$ cat src/sdetv_cfg.svh
`ifndef SDETV_CFG_SVH
`define SDETV_CFG_SVH

// ----------------------------------------------------------------
// Register subaddresses
// ----------------------------------------------------------------
`define SDETV_ADDR_TIMING1      8'h8b
`define SDETV_ADDR_FSC0         8'h8c
`define SDETV_ADDR_FSC1         8'h8d
`define SDETV_ADDR_FSC2         8'h8e
`define SDETV_ADDR_FSC3         8'h8f
`define SDETV_ADDR_PHASE        8'h90
`define SDETV_ADDR_CAP_EVEN_LO  8'h91
`define SDETV_ADDR_CAP_EVEN_HI  8'h92
`define SDETV_ADDR_CAP_ODD_LO   8'h93
`define SDETV_ADDR_CAP_ODD_HI   8'h94
`define SDETV_ADDR_PED_ODD_A    8'h95
`define SDETV_ADDR_PED_ODD_B    8'h96
`define SDETV_ADDR_PED_EVEN_A   8'h97
`define SDETV_ADDR_PED_EVEN_B   8'h98
`define SDETV_ADDR_COPY_CTRL    8'h99
`define SDETV_ADDR_COPY_MID     8'h9a
`define SDETV_ADDR_COPY_LOW     8'h9b
`define SDETV_ADDR_SCALE_LSB    8'h9c
`define SDETV_ADDR_Y_SCALE      8'h9d
`define SDETV_ADDR_CB_SCALE     8'h9e
`define SDETV_ADDR_CR_SCALE     8'h9f
`define SDETV_ADDR_HUE          8'ha0
`define SDETV_ADDR_BRIGHT       8'ha1
`define SDETV_ADDR_SHAPING      8'ha2
`define SDETV_NUM_REGS          24

// ----------------------------------------------------------------
// Reset values
// ----------------------------------------------------------------
`define SDETV_RST_FSC0          8'h1f
`define SDETV_RST_FSC1          8'h7c
`define SDETV_RST_FSC2          8'hf0
`define SDETV_RST_FSC3          8'h21
`define SDETV_RST_OTHER         8'h00

// ----------------------------------------------------------------
// Field positions
// ----------------------------------------------------------------
`define SDETV_HS_WIDTH_LSB      0
`define SDETV_HV_DELAY_LSB      2
`define SDETV_VS_RISE_BIT       4
`define SDETV_VS_WIDTH_LSB      4
`define SDETV_PIX_ADJ_LSB       6
`define SDETV_CRC_EN_BIT        4
`define SDETV_CGMS_ODD_BIT      5
`define SDETV_CGMS_EVEN_BIT     6
`define SDETV_WSS_EN_BIT        7
`define SDETV_WSS_BLANK_BIT     7
`define SDETV_SHAPING_MASK      8'h0f

// ----------------------------------------------------------------
// Timing values
// ----------------------------------------------------------------
`define SDETV_CLK_MHZ           100
`define SDETV_VS_RISE_EXTRA_US  32
`define SDETV_VS_RISE_EXTRA_CYC (`SDETV_VS_RISE_EXTRA_US * `SDETV_CLK_MHZ)
`define SDETV_SHAPING_0DB       4'h6
`define SDETV_SHAPING_MAX       4'hc
`define SDETV_HV_CYC_0          5'h00
`define SDETV_HV_CYC_1          5'h04
`define SDETV_HV_CYC_2          5'h08
`define SDETV_HV_CYC_3          5'h12
`define SDETV_WIDTH_CYC_0       8'h01
`define SDETV_WIDTH_CYC_1       8'h04
`define SDETV_WIDTH_CYC_2       8'h10
`define SDETV_WIDTH_CYC_3       8'h80

`endif

$ cat src/sdetv_pkg.sv
`default_nettype none
package sdetv_pkg;
    // Register byte
    typedef logic [7:0] sdetv_byte_t;
    // Timing generator modes
    typedef enum logic [1:0] {
        SDETV_MODE0 = 2'h0,
        SDETV_MODE1 = 2'h1,
        SDETV_MODE2 = 2'h2,
        SDETV_MODE3 = 2'h3
    } sdetv_mode_t;
endpackage
`default_nettype wire

$ cat src/sdetv_regs.sv
// Overview of operation
// The sync delay field gives 0, 4, 8 or 18 clocks from horizontal to vertical sync.
// In mode 1 a control bit adds 32 us to the vertical sync rising-edge delay.
// In mode 2 the vertical sync width field gives 1, 4, 16 or 128 clocks.
// Bits 7:6 shift pixel data against horizontal sync by 0 to 3 clocks.
// The 32-bit subcarrier word sits LSB first in four registers and resets to NTSC.
// The 10-bit subcarrier phase joins the phase register with bits 7:6 of the LSB register.
// Even and odd caption data each come from two byte registers, low byte first.
// Pedestal bits map to lines 10 to 25 per field and a one disables pedestal.
// The 20-bit copy payload is assembled over three registers and its low 14 bits are WSS.
// The copy control register enables CRC, odd and even copy insertion and WSS insertion.
// Y, Cb and Cr scales are 10 bits with low bits from the shared LSB register.
// The whole hue register gives the chroma hue adjustment.
// The shaping gain runs from -4 dB to +4 dB and only counts when its enable is set.
// Brightness is bits 6:0 and bit 7 blanks WSS data.
// Sync width and delay fields act only in sync master mode.
`timescale 1ns/1ns
`default_nettype none
`include "sdetv_cfg.svh"

module sdetv_regs (
    input  wire logic                 CLK,
    input  wire logic                 NRST,
    input  wire logic [7:0]           REG_ADDR,
    input  wire logic                 REG_WR,
    input  wire logic                 REG_RD,
    input  wire sdetv_pkg::sdetv_byte_t REG_WDATA,
    output var  sdetv_pkg::sdetv_byte_t REG_RDATA,
    output logic                      REG_RVALID,
    input  wire logic                 SD_MASTER,
    input  wire sdetv_pkg::sdetv_mode_t SD_TIMING_MODE,
    input  wire logic                 LUMA_SHAPING_FILTER_EN,
    output logic [7:0]                HS_WIDTH_CYC,
    output logic [4:0]                HV_DELAY_CYC,
    output logic [11:0]               VS_RISE_DELAY_CYC,
    output logic [7:0]                VS_WIDTH_CYC,
    output logic [1:0]                PIXEL_ADJUST_CYC,
    output logic [31:0]               FSC_FREQ,
    output logic [9:0]                FSC_PHASE,
    output logic [15:0]               CAPTION_EVEN,
    output logic [15:0]               CAPTION_ODD,
    output logic [15:0]               PEDESTAL_OFF_ODD,
    output logic [15:0]               PEDESTAL_OFF_EVEN,
    output logic [19:0]               CGMS_DATA,
    output logic [13:0]               WSS_DATA,
    output logic                      CGMS_CRC_EN,
    output logic                      CGMS_ODD_EN,
    output logic                      CGMS_EVEN_EN,
    output logic                      WSS_EN,
    output logic [9:0]                Y_SCALE,
    output logic [9:0]                CB_SCALE,
    output logic [9:0]                CR_SCALE,
    output logic [7:0]                HUE_ADJUST,
    output logic [6:0]                BRIGHTNESS,
    output logic                      WSS_BLANK,
    output logic [3:0]                LUMA_SHAPING_GAIN
);
    import sdetv_pkg::*;

    // ----------------------------------------------------------------
    // Helpers
    // ----------------------------------------------------------------
    // Address to array index, valid when in range
    function automatic logic [4:0] idx_of(input logic [7:0] a);
        logic [7:0] d;
        d = a - `SDETV_ADDR_TIMING1;
        return d[4:0];
    endfunction

    function automatic logic in_map(input logic [7:0] a);
        return (a >= `SDETV_ADDR_TIMING1) && (a <= `SDETV_ADDR_SHAPING);
    endfunction

    // Sync width code to cycles: 1, 4, 16, 128
    function automatic logic [7:0] width_cycles(input logic [1:0] code);
        case (code)
            2'h0:    return `SDETV_WIDTH_CYC_0;
            2'h1:    return `SDETV_WIDTH_CYC_1;
            2'h2:    return `SDETV_WIDTH_CYC_2;
            default: return `SDETV_WIDTH_CYC_3;
        endcase
    endfunction

    // Reset value per register index
    function automatic sdetv_byte_t reset_of(input logic [4:0] i);
        case (i + 5'(`SDETV_ADDR_TIMING1))
            5'(`SDETV_ADDR_FSC0): return `SDETV_RST_FSC0;
            5'(`SDETV_ADDR_FSC1): return `SDETV_RST_FSC1;
            5'(`SDETV_ADDR_FSC2): return `SDETV_RST_FSC2;
            5'(`SDETV_ADDR_FSC3): return `SDETV_RST_FSC3;
            default:              return `SDETV_RST_OTHER;
        endcase
    endfunction

    sdetv_byte_t regs [`SDETV_NUM_REGS];

    // ----------------------------------------------------------------
    // Register file
    // ----------------------------------------------------------------
    // Byte writes; NTSC subcarrier word after reset
    always_ff @(posedge CLK) begin
        if (!NRST) begin
            for (int i = 0; i < `SDETV_NUM_REGS; i++) begin
                regs[i] <= reset_of(5'(i));
            end
        end else if (REG_WR && in_map(REG_ADDR)) begin
            if (REG_ADDR == `SDETV_ADDR_SHAPING) begin
                regs[idx_of(REG_ADDR)] <= REG_WDATA & `SDETV_SHAPING_MASK;
            end else begin
                regs[idx_of(REG_ADDR)] <= REG_WDATA;
            end
        end
    end

    // Read port, one cycle latency, unmapped reads zero
    always_ff @(posedge CLK) begin
        if (!NRST) begin
            REG_RDATA  <= 8'h00;
            REG_RVALID <= 1'b0;
        end else begin
            REG_RVALID <= REG_RD;
            REG_RDATA  <= (REG_RD && in_map(REG_ADDR)) ? regs[idx_of(REG_ADDR)] : 8'h00;
        end
    end

    // ----------------------------------------------------------------
    // Sync timing outputs
    // ----------------------------------------------------------------
    sdetv_byte_t t1;
    logic [4:0]  next_hv;
    assign t1 = regs[idx_of(`SDETV_ADDR_TIMING1)];

    // Horizontal to vertical delay decode
    always_comb begin
        case (t1[`SDETV_HV_DELAY_LSB +: 2])
            2'h0:    next_hv = `SDETV_HV_CYC_0;
            2'h1:    next_hv = `SDETV_HV_CYC_1;
            2'h2:    next_hv = `SDETV_HV_CYC_2;
            default: next_hv = `SDETV_HV_CYC_3;
        endcase
    end

    // Sync fields only drive the generator as master
    always_ff @(posedge CLK) begin
        if (!NRST) begin
            HS_WIDTH_CYC      <= 8'h00;
            HV_DELAY_CYC      <= 5'h00;
            VS_RISE_DELAY_CYC <= 12'h000;
            VS_WIDTH_CYC      <= 8'h00;
            PIXEL_ADJUST_CYC  <= 2'h0;
        end else begin
            PIXEL_ADJUST_CYC <= t1[`SDETV_PIX_ADJ_LSB +: 2];
            if (SD_MASTER) begin
                HS_WIDTH_CYC <= width_cycles(t1[`SDETV_HS_WIDTH_LSB +: 2]);
                HV_DELAY_CYC <= next_hv;
                if (SD_TIMING_MODE == SDETV_MODE1 && t1[`SDETV_VS_RISE_BIT]) begin
                    VS_RISE_DELAY_CYC <= 12'(`SDETV_VS_RISE_EXTRA_CYC) + 12'(next_hv);
                end else begin
                    VS_RISE_DELAY_CYC <= 12'(next_hv);
                end
                if (SD_TIMING_MODE == SDETV_MODE2) begin
                    VS_WIDTH_CYC <= width_cycles(t1[`SDETV_VS_WIDTH_LSB +: 2]);
                end else begin
                    VS_WIDTH_CYC <= 8'h00;
                end
            end else begin
                HS_WIDTH_CYC      <= 8'h00;
                HV_DELAY_CYC      <= 5'h00;
                VS_RISE_DELAY_CYC <= 12'h000;
                VS_WIDTH_CYC      <= 8'h00;
            end
        end
    end

    // ----------------------------------------------------------------
    // Subcarrier, caption and pedestal outputs
    // ----------------------------------------------------------------
    sdetv_byte_t lsb;
    assign lsb = regs[idx_of(`SDETV_ADDR_SCALE_LSB)];

    always_ff @(posedge CLK) begin
        if (!NRST) begin
            FSC_FREQ          <= 32'h0;
            FSC_PHASE         <= 10'h0;
            CAPTION_EVEN      <= 16'h0;
            CAPTION_ODD       <= 16'h0;
            PEDESTAL_OFF_ODD  <= 16'h0;
            PEDESTAL_OFF_EVEN <= 16'h0;
        end else begin
            FSC_FREQ <= {regs[idx_of(`SDETV_ADDR_FSC3)], regs[idx_of(`SDETV_ADDR_FSC2)],
                         regs[idx_of(`SDETV_ADDR_FSC1)], regs[idx_of(`SDETV_ADDR_FSC0)]};
            FSC_PHASE <= {regs[idx_of(`SDETV_ADDR_PHASE)], lsb[7:6]};
            CAPTION_EVEN <= {regs[idx_of(`SDETV_ADDR_CAP_EVEN_HI)],
                             regs[idx_of(`SDETV_ADDR_CAP_EVEN_LO)]};
            CAPTION_ODD  <= {regs[idx_of(`SDETV_ADDR_CAP_ODD_HI)],
                             regs[idx_of(`SDETV_ADDR_CAP_ODD_LO)]};
            // Bit 0 is line 10, bit 15 is line 25
            PEDESTAL_OFF_ODD  <= {regs[idx_of(`SDETV_ADDR_PED_ODD_B)],
                                  regs[idx_of(`SDETV_ADDR_PED_ODD_A)]};
            PEDESTAL_OFF_EVEN <= {regs[idx_of(`SDETV_ADDR_PED_EVEN_B)],
                                  regs[idx_of(`SDETV_ADDR_PED_EVEN_A)]};
        end
    end

    // ----------------------------------------------------------------
    // Copy protection, WSS and picture adjust outputs
    // ----------------------------------------------------------------
    sdetv_byte_t cc;
    sdetv_byte_t cm;
    sdetv_byte_t cl;
    sdetv_byte_t br;
    logic [3:0]  gain;
    assign cc   = regs[idx_of(`SDETV_ADDR_COPY_CTRL)];
    assign cm   = regs[idx_of(`SDETV_ADDR_COPY_MID)];
    assign cl   = regs[idx_of(`SDETV_ADDR_COPY_LOW)];
    assign br   = regs[idx_of(`SDETV_ADDR_BRIGHT)];
    assign gain = regs[idx_of(`SDETV_ADDR_SHAPING)][3:0];

    always_ff @(posedge CLK) begin
        if (!NRST) begin
            CGMS_DATA         <= 20'h0;
            WSS_DATA          <= 14'h0;
            CGMS_CRC_EN       <= 1'b0;
            CGMS_ODD_EN       <= 1'b0;
            CGMS_EVEN_EN      <= 1'b0;
            WSS_EN            <= 1'b0;
            Y_SCALE           <= 10'h0;
            CB_SCALE          <= 10'h0;
            CR_SCALE          <= 10'h0;
            HUE_ADJUST        <= 8'h00;
            BRIGHTNESS        <= 7'h00;
            WSS_BLANK         <= 1'b0;
            LUMA_SHAPING_GAIN <= `SDETV_SHAPING_0DB;
        end else begin
            CGMS_DATA    <= {cc[3:0], cm[7:6], cm[5:0], cl};
            WSS_DATA     <= {cm[5:0], cl};
            CGMS_CRC_EN  <= cc[`SDETV_CRC_EN_BIT];
            CGMS_ODD_EN  <= cc[`SDETV_CGMS_ODD_BIT];
            CGMS_EVEN_EN <= cc[`SDETV_CGMS_EVEN_BIT];
            WSS_EN       <= cc[`SDETV_WSS_EN_BIT];
            Y_SCALE  <= {regs[idx_of(`SDETV_ADDR_Y_SCALE)], lsb[1:0]};
            CB_SCALE <= {regs[idx_of(`SDETV_ADDR_CB_SCALE)], lsb[3:2]};
            CR_SCALE <= {regs[idx_of(`SDETV_ADDR_CR_SCALE)], lsb[5:4]};
            HUE_ADJUST <= regs[idx_of(`SDETV_ADDR_HUE)];
            BRIGHTNESS <= br[6:0];
            WSS_BLANK  <= br[`SDETV_WSS_BLANK_BIT];
            // Disabled filter sits at 0 dB; reserved codes clamp to +4 dB
            if (!LUMA_SHAPING_FILTER_EN) begin
                LUMA_SHAPING_GAIN <= `SDETV_SHAPING_0DB;
            end else if (gain > `SDETV_SHAPING_MAX) begin
                LUMA_SHAPING_GAIN <= `SDETV_SHAPING_MAX;
            end else begin
                LUMA_SHAPING_GAIN <= gain;
            end
        end
    end

endmodule
`default_nettype wire

$ cat config.mk
export PLATFORM = sky130hd
export DESIGN_NAME = sdetv_regs
export DESIGN_NICKNAME = d
export VERILOG_FILES = /design/src/sdetv_pkg.sv /design/src/sdetv_regs.sv
export VERILOG_INCLUDE_DIRS = /design/src
export SDC_FILE = /design/constraint.sdc
export NUM_CORES = 1
export LEC_CHECK = 0
export BUFFER_PORTS_ARGS = -buffer_cell sky130_fd_sc_hd__clkbuf_2
export CORE_MARGIN = 2
export CORE_UTILIZATION = 56
export DETAILED_ROUTE_END_ITERATION = 6
export GPL_TIMING_DRIVEN = 0
export MAX_ROUTING_LAYER = met4
export PLACE_DENSITY = 0.85
export SYNTH_ARGS = -nofsm -noshare
export SYNTH_HDL_FRONTEND = slang
export SYNTH_SLANG_ARGS = --single-unit
$ cat constraint.sdc
create_clock -name CLK -period 3.7 [get_ports CLK]
set_input_delay 0.37 -clock CLK [delete_from_list [all_inputs] [get_ports CLK]]
set_output_delay 0.37 -clock CLK [all_outputs]
set_load 0.005 [all_outputs]
; Word-level counts from Yosys, hierarchy flattened
; Memory sizes are Yosys's and may differ from the RTL's. A register that Yosys moved wholly into a read port is not among the register bits.
; Cells that the tools add are included.
[totals]
ff_bits = 74
ramBits = 192
output_inout_bits = 238
wordCells = 87
memories = 1
[classes]
addsub = 2
n_lt_le_gt_ge = 3
eq_ne = 9
n_mux = 23
bitwise_logic = 3
n_reduce_logical = 35
[mem_list]
columns = memory, depth, word_bits, read_ports, rd_clocked_by_memory_dff, wr, line_no
row1 = regs, 24, 8, 25, 21, 24, sdetv_regs.sv:95  ; sdetv_byte_t regs [`SDETV_NUM_REGS];
[op_table]
columns = op, count
row1 = $mux W8, 7
row2 = $pmux W8 S3, 2
row3 = $logic_not A1 Y1, 21
row4 = $pmux W5 S3, 1
row5 = $add A11 B6 Y12 const A, 1
row6 = $mux W1, 10
row7 = $mux W5, 2
row8 = $eq A2 B1 Y1 const B, 4
row9 = $eq A2 B2 Y1 const B, 4
row10 = $eq A8 B8 Y1 const B, 1
row11 = $ge A8 B8 Y1 const B, 1
row12 = $le A8 B8 Y1 const B, 1
row13 = $reduce_or A8 Y1, 1
row14 = $logic_not A2 Y1, 3
row15 = $reduce_and A2 Y1, 3
row16 = $reduce_and A3 Y1, 2
row17 = $sub A5 B4 Y5 const B, 1
row18 = $gt A4 B4 Y1 const B, 1
row19 = $logic_and A1 B1 Y1, 4
row20 = $mux W4, 1
row21 = $reduce_or A3 Y1, 1
row22 = $not A1 Y1, 2
row23 = $or A1 B1 Y1, 1

; Longest topological paths before layout
[depth]
word_depth = 9
mapped_depth = 12
mapped_depth_nobuf = 7

; Worst setup path after synthesis
; No wires, ideal clock.
[synth_timing]
path_type = in2reg
from = in REG_ADDR[0]
to = mem regs[11][0] in the netlist's numbering, enable pin
t_arrival_ps = 2680
required_ps = 3316
setup_slack_ps = 636
cell_stages = 9
n_path_buf = 3
cell_sequence = buf_4 buf_2 inv_2 ha_1 and2_1 o211a_4 o2111ai_1 clkbuf_1 o21ai_0
[synth_lines]
columns = element, line_no
row1 = "start, declared", sdetv_regs.sv:24  ; input wire logic [7:0] REG_ADDR,
row2 = "end, declared", sdetv_regs.sv:95

==> flow_summary.toml <==
[timing]
fin_crit_ps = 3710
setup_tns_ps = -77.4
final_max_slew_viol_count = 0
slew_headroom = 0.0342
rsz0062_at_grt = "no"
worst_slew_pin_slew_ps = 1430
layout_worst_path_cycle_share = 1.00
fin_skew_ps = 21.2
setup_ws_ps = -12.3
clock.fmax_mhz = 269
hold_viol_final = 0
setup-violations-final = 7

[logic_synthesis]
synth.distinct_cells = 57
ys.flop_type = "edfxtp_1"
synth-seq-area-share = 0.683
avgSynthCellArea_um2 = 13.8
synth_area_mm2 = 0.0172
ys_ff_latch = 459
yosysWarnings = 0
synth_edf_count = 256
synthCells = 1244
synthArstFlopShare = 0

[drt]
vias = 12093
drc = 0
routed_via_density = 6.10
ant_nets = 0
first_pass_iters = 7
drt_iter0_markers = 1781
wl_um = 55000
wl_per_cell_um = 27.7

[die]
fp-row-count = 64
core_mm2 = 0.0304
die_h_um = 179
fp.dieW_um = 179
ios = 262
start_util = 0.565
dieArea_mm2 = 0.0321

[setup_path]
max_stage_delay_ps = 680
crit_required_ps = 3830
path_buf_inv = 5
path_cells = "clkbuf_2, buf_4, clkbuf_4, inv_2, ha_1, and2_1, o211a_4, o211ai_1, clkbuf_2, o21ai_0"
r2r-end = "REG_RDATA[3]"
critical_path_class = "input port to flip-flop"
crit_fanout = 10
r2r.worst_path.cells = 5
cp_common_cell = "clkbuf_2"
cp_top_family = "buffers and inverters"
crit_slowest_cell = "o211ai_1"
crit_arrival_ps = 3840
cp-end-kind = "flip-flop"
startpoint_type = "input port"
regToRegSetupSlack_ps = 1400
rr_startpoint = "regs[13][3]"

[run_status]
violations = "negative setup slack"
outcome = "finished, violations left"

[global_routing]
antenna_found_initial = 7
grt_start_max_net_pins = 18
grt_pass1_wl_um = 76500
overflow = 0
grt_pass1_vias = 11796
track_usage = 0.351

[clock_network]
numCtsBuffers = 43
cts_sinks = 459
cts_root_buffer = "clkbuf_16"
cts.clk_slew.worst_paths_ps = 70
postCtsSetupBuffers = 0
ctsHtreeMaxLevel = 2
cts_tree = "done"
clkLatencyLatePin_ps = 560
clock_path_buffers = 3

[cells_and_area]
final_util = 0.675
mostFrequentLayoutCell = "edfxtp_1"
stdcell_area_mm2 = 0.0206
final_nets = 1576
fillers = 2174
areaGrowthSynthToFinish_pct = 19.5
finalNonFillerCells = 1983
layout_common_cells = "edfxtp_1, clkbuf_2, and2_1"
drive_gt1_frac = 0.298
multi_input_area_mm2 = 0.00493
seq_area_mm2 = 0.0118

[min_path]
hold_path_startpoint = "LUMA_SHAPING_FILTER_EN"
hold_class = "input port to flip-flop"
hold_path_depth = 2
whs_endpoint = "LUMA_SHAPING_GAIN[1]"

[pwr]
p_per_area_mw_per_mm2 = 548
p_leak_nw = 7.83
peakVddDrop_mv = 0.352

[place]
dp_slack_ps = -1210
routabilityCongestion = 1.02
io_buffers = 245
placed_cells = 1898
placed_area_mm2 = 0.0190
dp_hpwl_um = 38300

[run]
max_cap_violations = 0
-- stage by stage --
| step | total power, mW | hold WS, ps |
|---|---|---|
| 2_1_floorplan | 6.22 | 441 |
| 3_3_place_gp | 6.62 | 453 |
| 3_5_place_dp | 6.64 | 459 |
| 4_1_cts | 11.2 | 28.9 |
| 5_1_grt | 11.5 | 43.4 |
| 6_report | 11.3 | 32.1 |
-- report_power, final --
group / switching (mW) / total (mW) / internal [mW]
clock: 2.00 / 4.69 / 2.69
combinational: 0.535 / 0.881 / 0.346
sequential: 0.110 / 5.70 / 5.59
total: 2.64 / 11.3 / 8.63
-- synth_stat cells (6+ instances only) --
cell / instances / area (um2)
nor3_1: 8 / 40.0
a221oi_1: 8 / 70.1
a31oi_1: 7 / 43.8
buf_4: 40 / 300
buf_2: 25 / 125
clkbuf_1: 40 / 150
nand3_1: 17 / 85.1
and2_1: 206 / 1290
a21oi_1: 14 / 70.1
nand2_1: 58 / 218
mux2i_1: 9 / 90.1
a22oi_1: 15 / 113
mux4_2: 64 / 1440
nor2_1: 168 / 631
edfxtp_1: 256 / 7690
o21ai_0: 27 / 135
and3_1: 12 / 75.1
nor3b_1: 6 / 45.0
dfxtp_1: 203 / 4060
or3_1: 7 / 43.8
-- flip-flops by register name, indices dropped and copies added (netlist names), 8 cells and up --
register,count
CAPTION_EVEN,16
Y_SCALE,10
CR_SCALE,10
WSS_DATA,13
CAPTION_ODD,16
CB_SCALE,10
PEDESTAL_OFF_EVEN,16
REG_RDATA,8
PEDESTAL_OFF_ODD,16
HUE_ADJUST,8
regs,256
FSC_PHASE,10
FSC_FREQ,32
-- worst max path at each step --
stage | from | cells past startpoint | slack [ps] | to
final | REG_ADDR[0] | 10 | -10 | regs[14][6]
after CTS | REG_ADDR[0] | 11 | -80 | regs[16][2]
after detailed placement | REG_ADDR[0] | 10 | -1210 | regs[15][7]
after global routing | REG_ADDR[0] | 10 | 6 | regs[14][6]
after floorplan | REG_ADDR[0] | 9 | 640 | regs[11][0]
after global placement | REG_ADDR[0] | 10 | -1130 | regs[7][6]
-- layer usage --
layer,wire [um],vias to the layer above,global-route usage,part of all wire
met4,3820,0,0.208,0.069
li1,-,4962,-,-
met3,7110,265,0.102,0.13
met2,25400,1027,0.537,0.46
met5,0,-,-,0
met1,18700,5839,0.414,0.34
-- cell families after synthesis --
family	count (synthesis)	share of synthesized area
buf+inv	111	0.0352
fa+ha+maj	5	0.00364
simple gates	502	0.151
xor+xnor	2	0.00102
mux	74	0.0897
other cells	1	0.000218
compound gates	90	0.0361
flops	459	0.683
-- cell type report --
class	count	share of cell area
diodes	5	0.000609
plain buffers	108	0.0296
clock buffers	56	0.0621
repair buffers	245	0.0597
flip-flops and latches	459	0.572
well taps	396	0.0241
clock inverters	24	0.0119
inverters	3	0.000548
multi-input cells	687	0.240
-- repair_timing --
item | in CTS | in global routing
hold endpoints to repair | 0 | 0
hold buffers | 0 | 0
gates resized for setup | 19 | 9
setup endpoints to repair | 158 | 64
(Power assumes the default switching activity.)
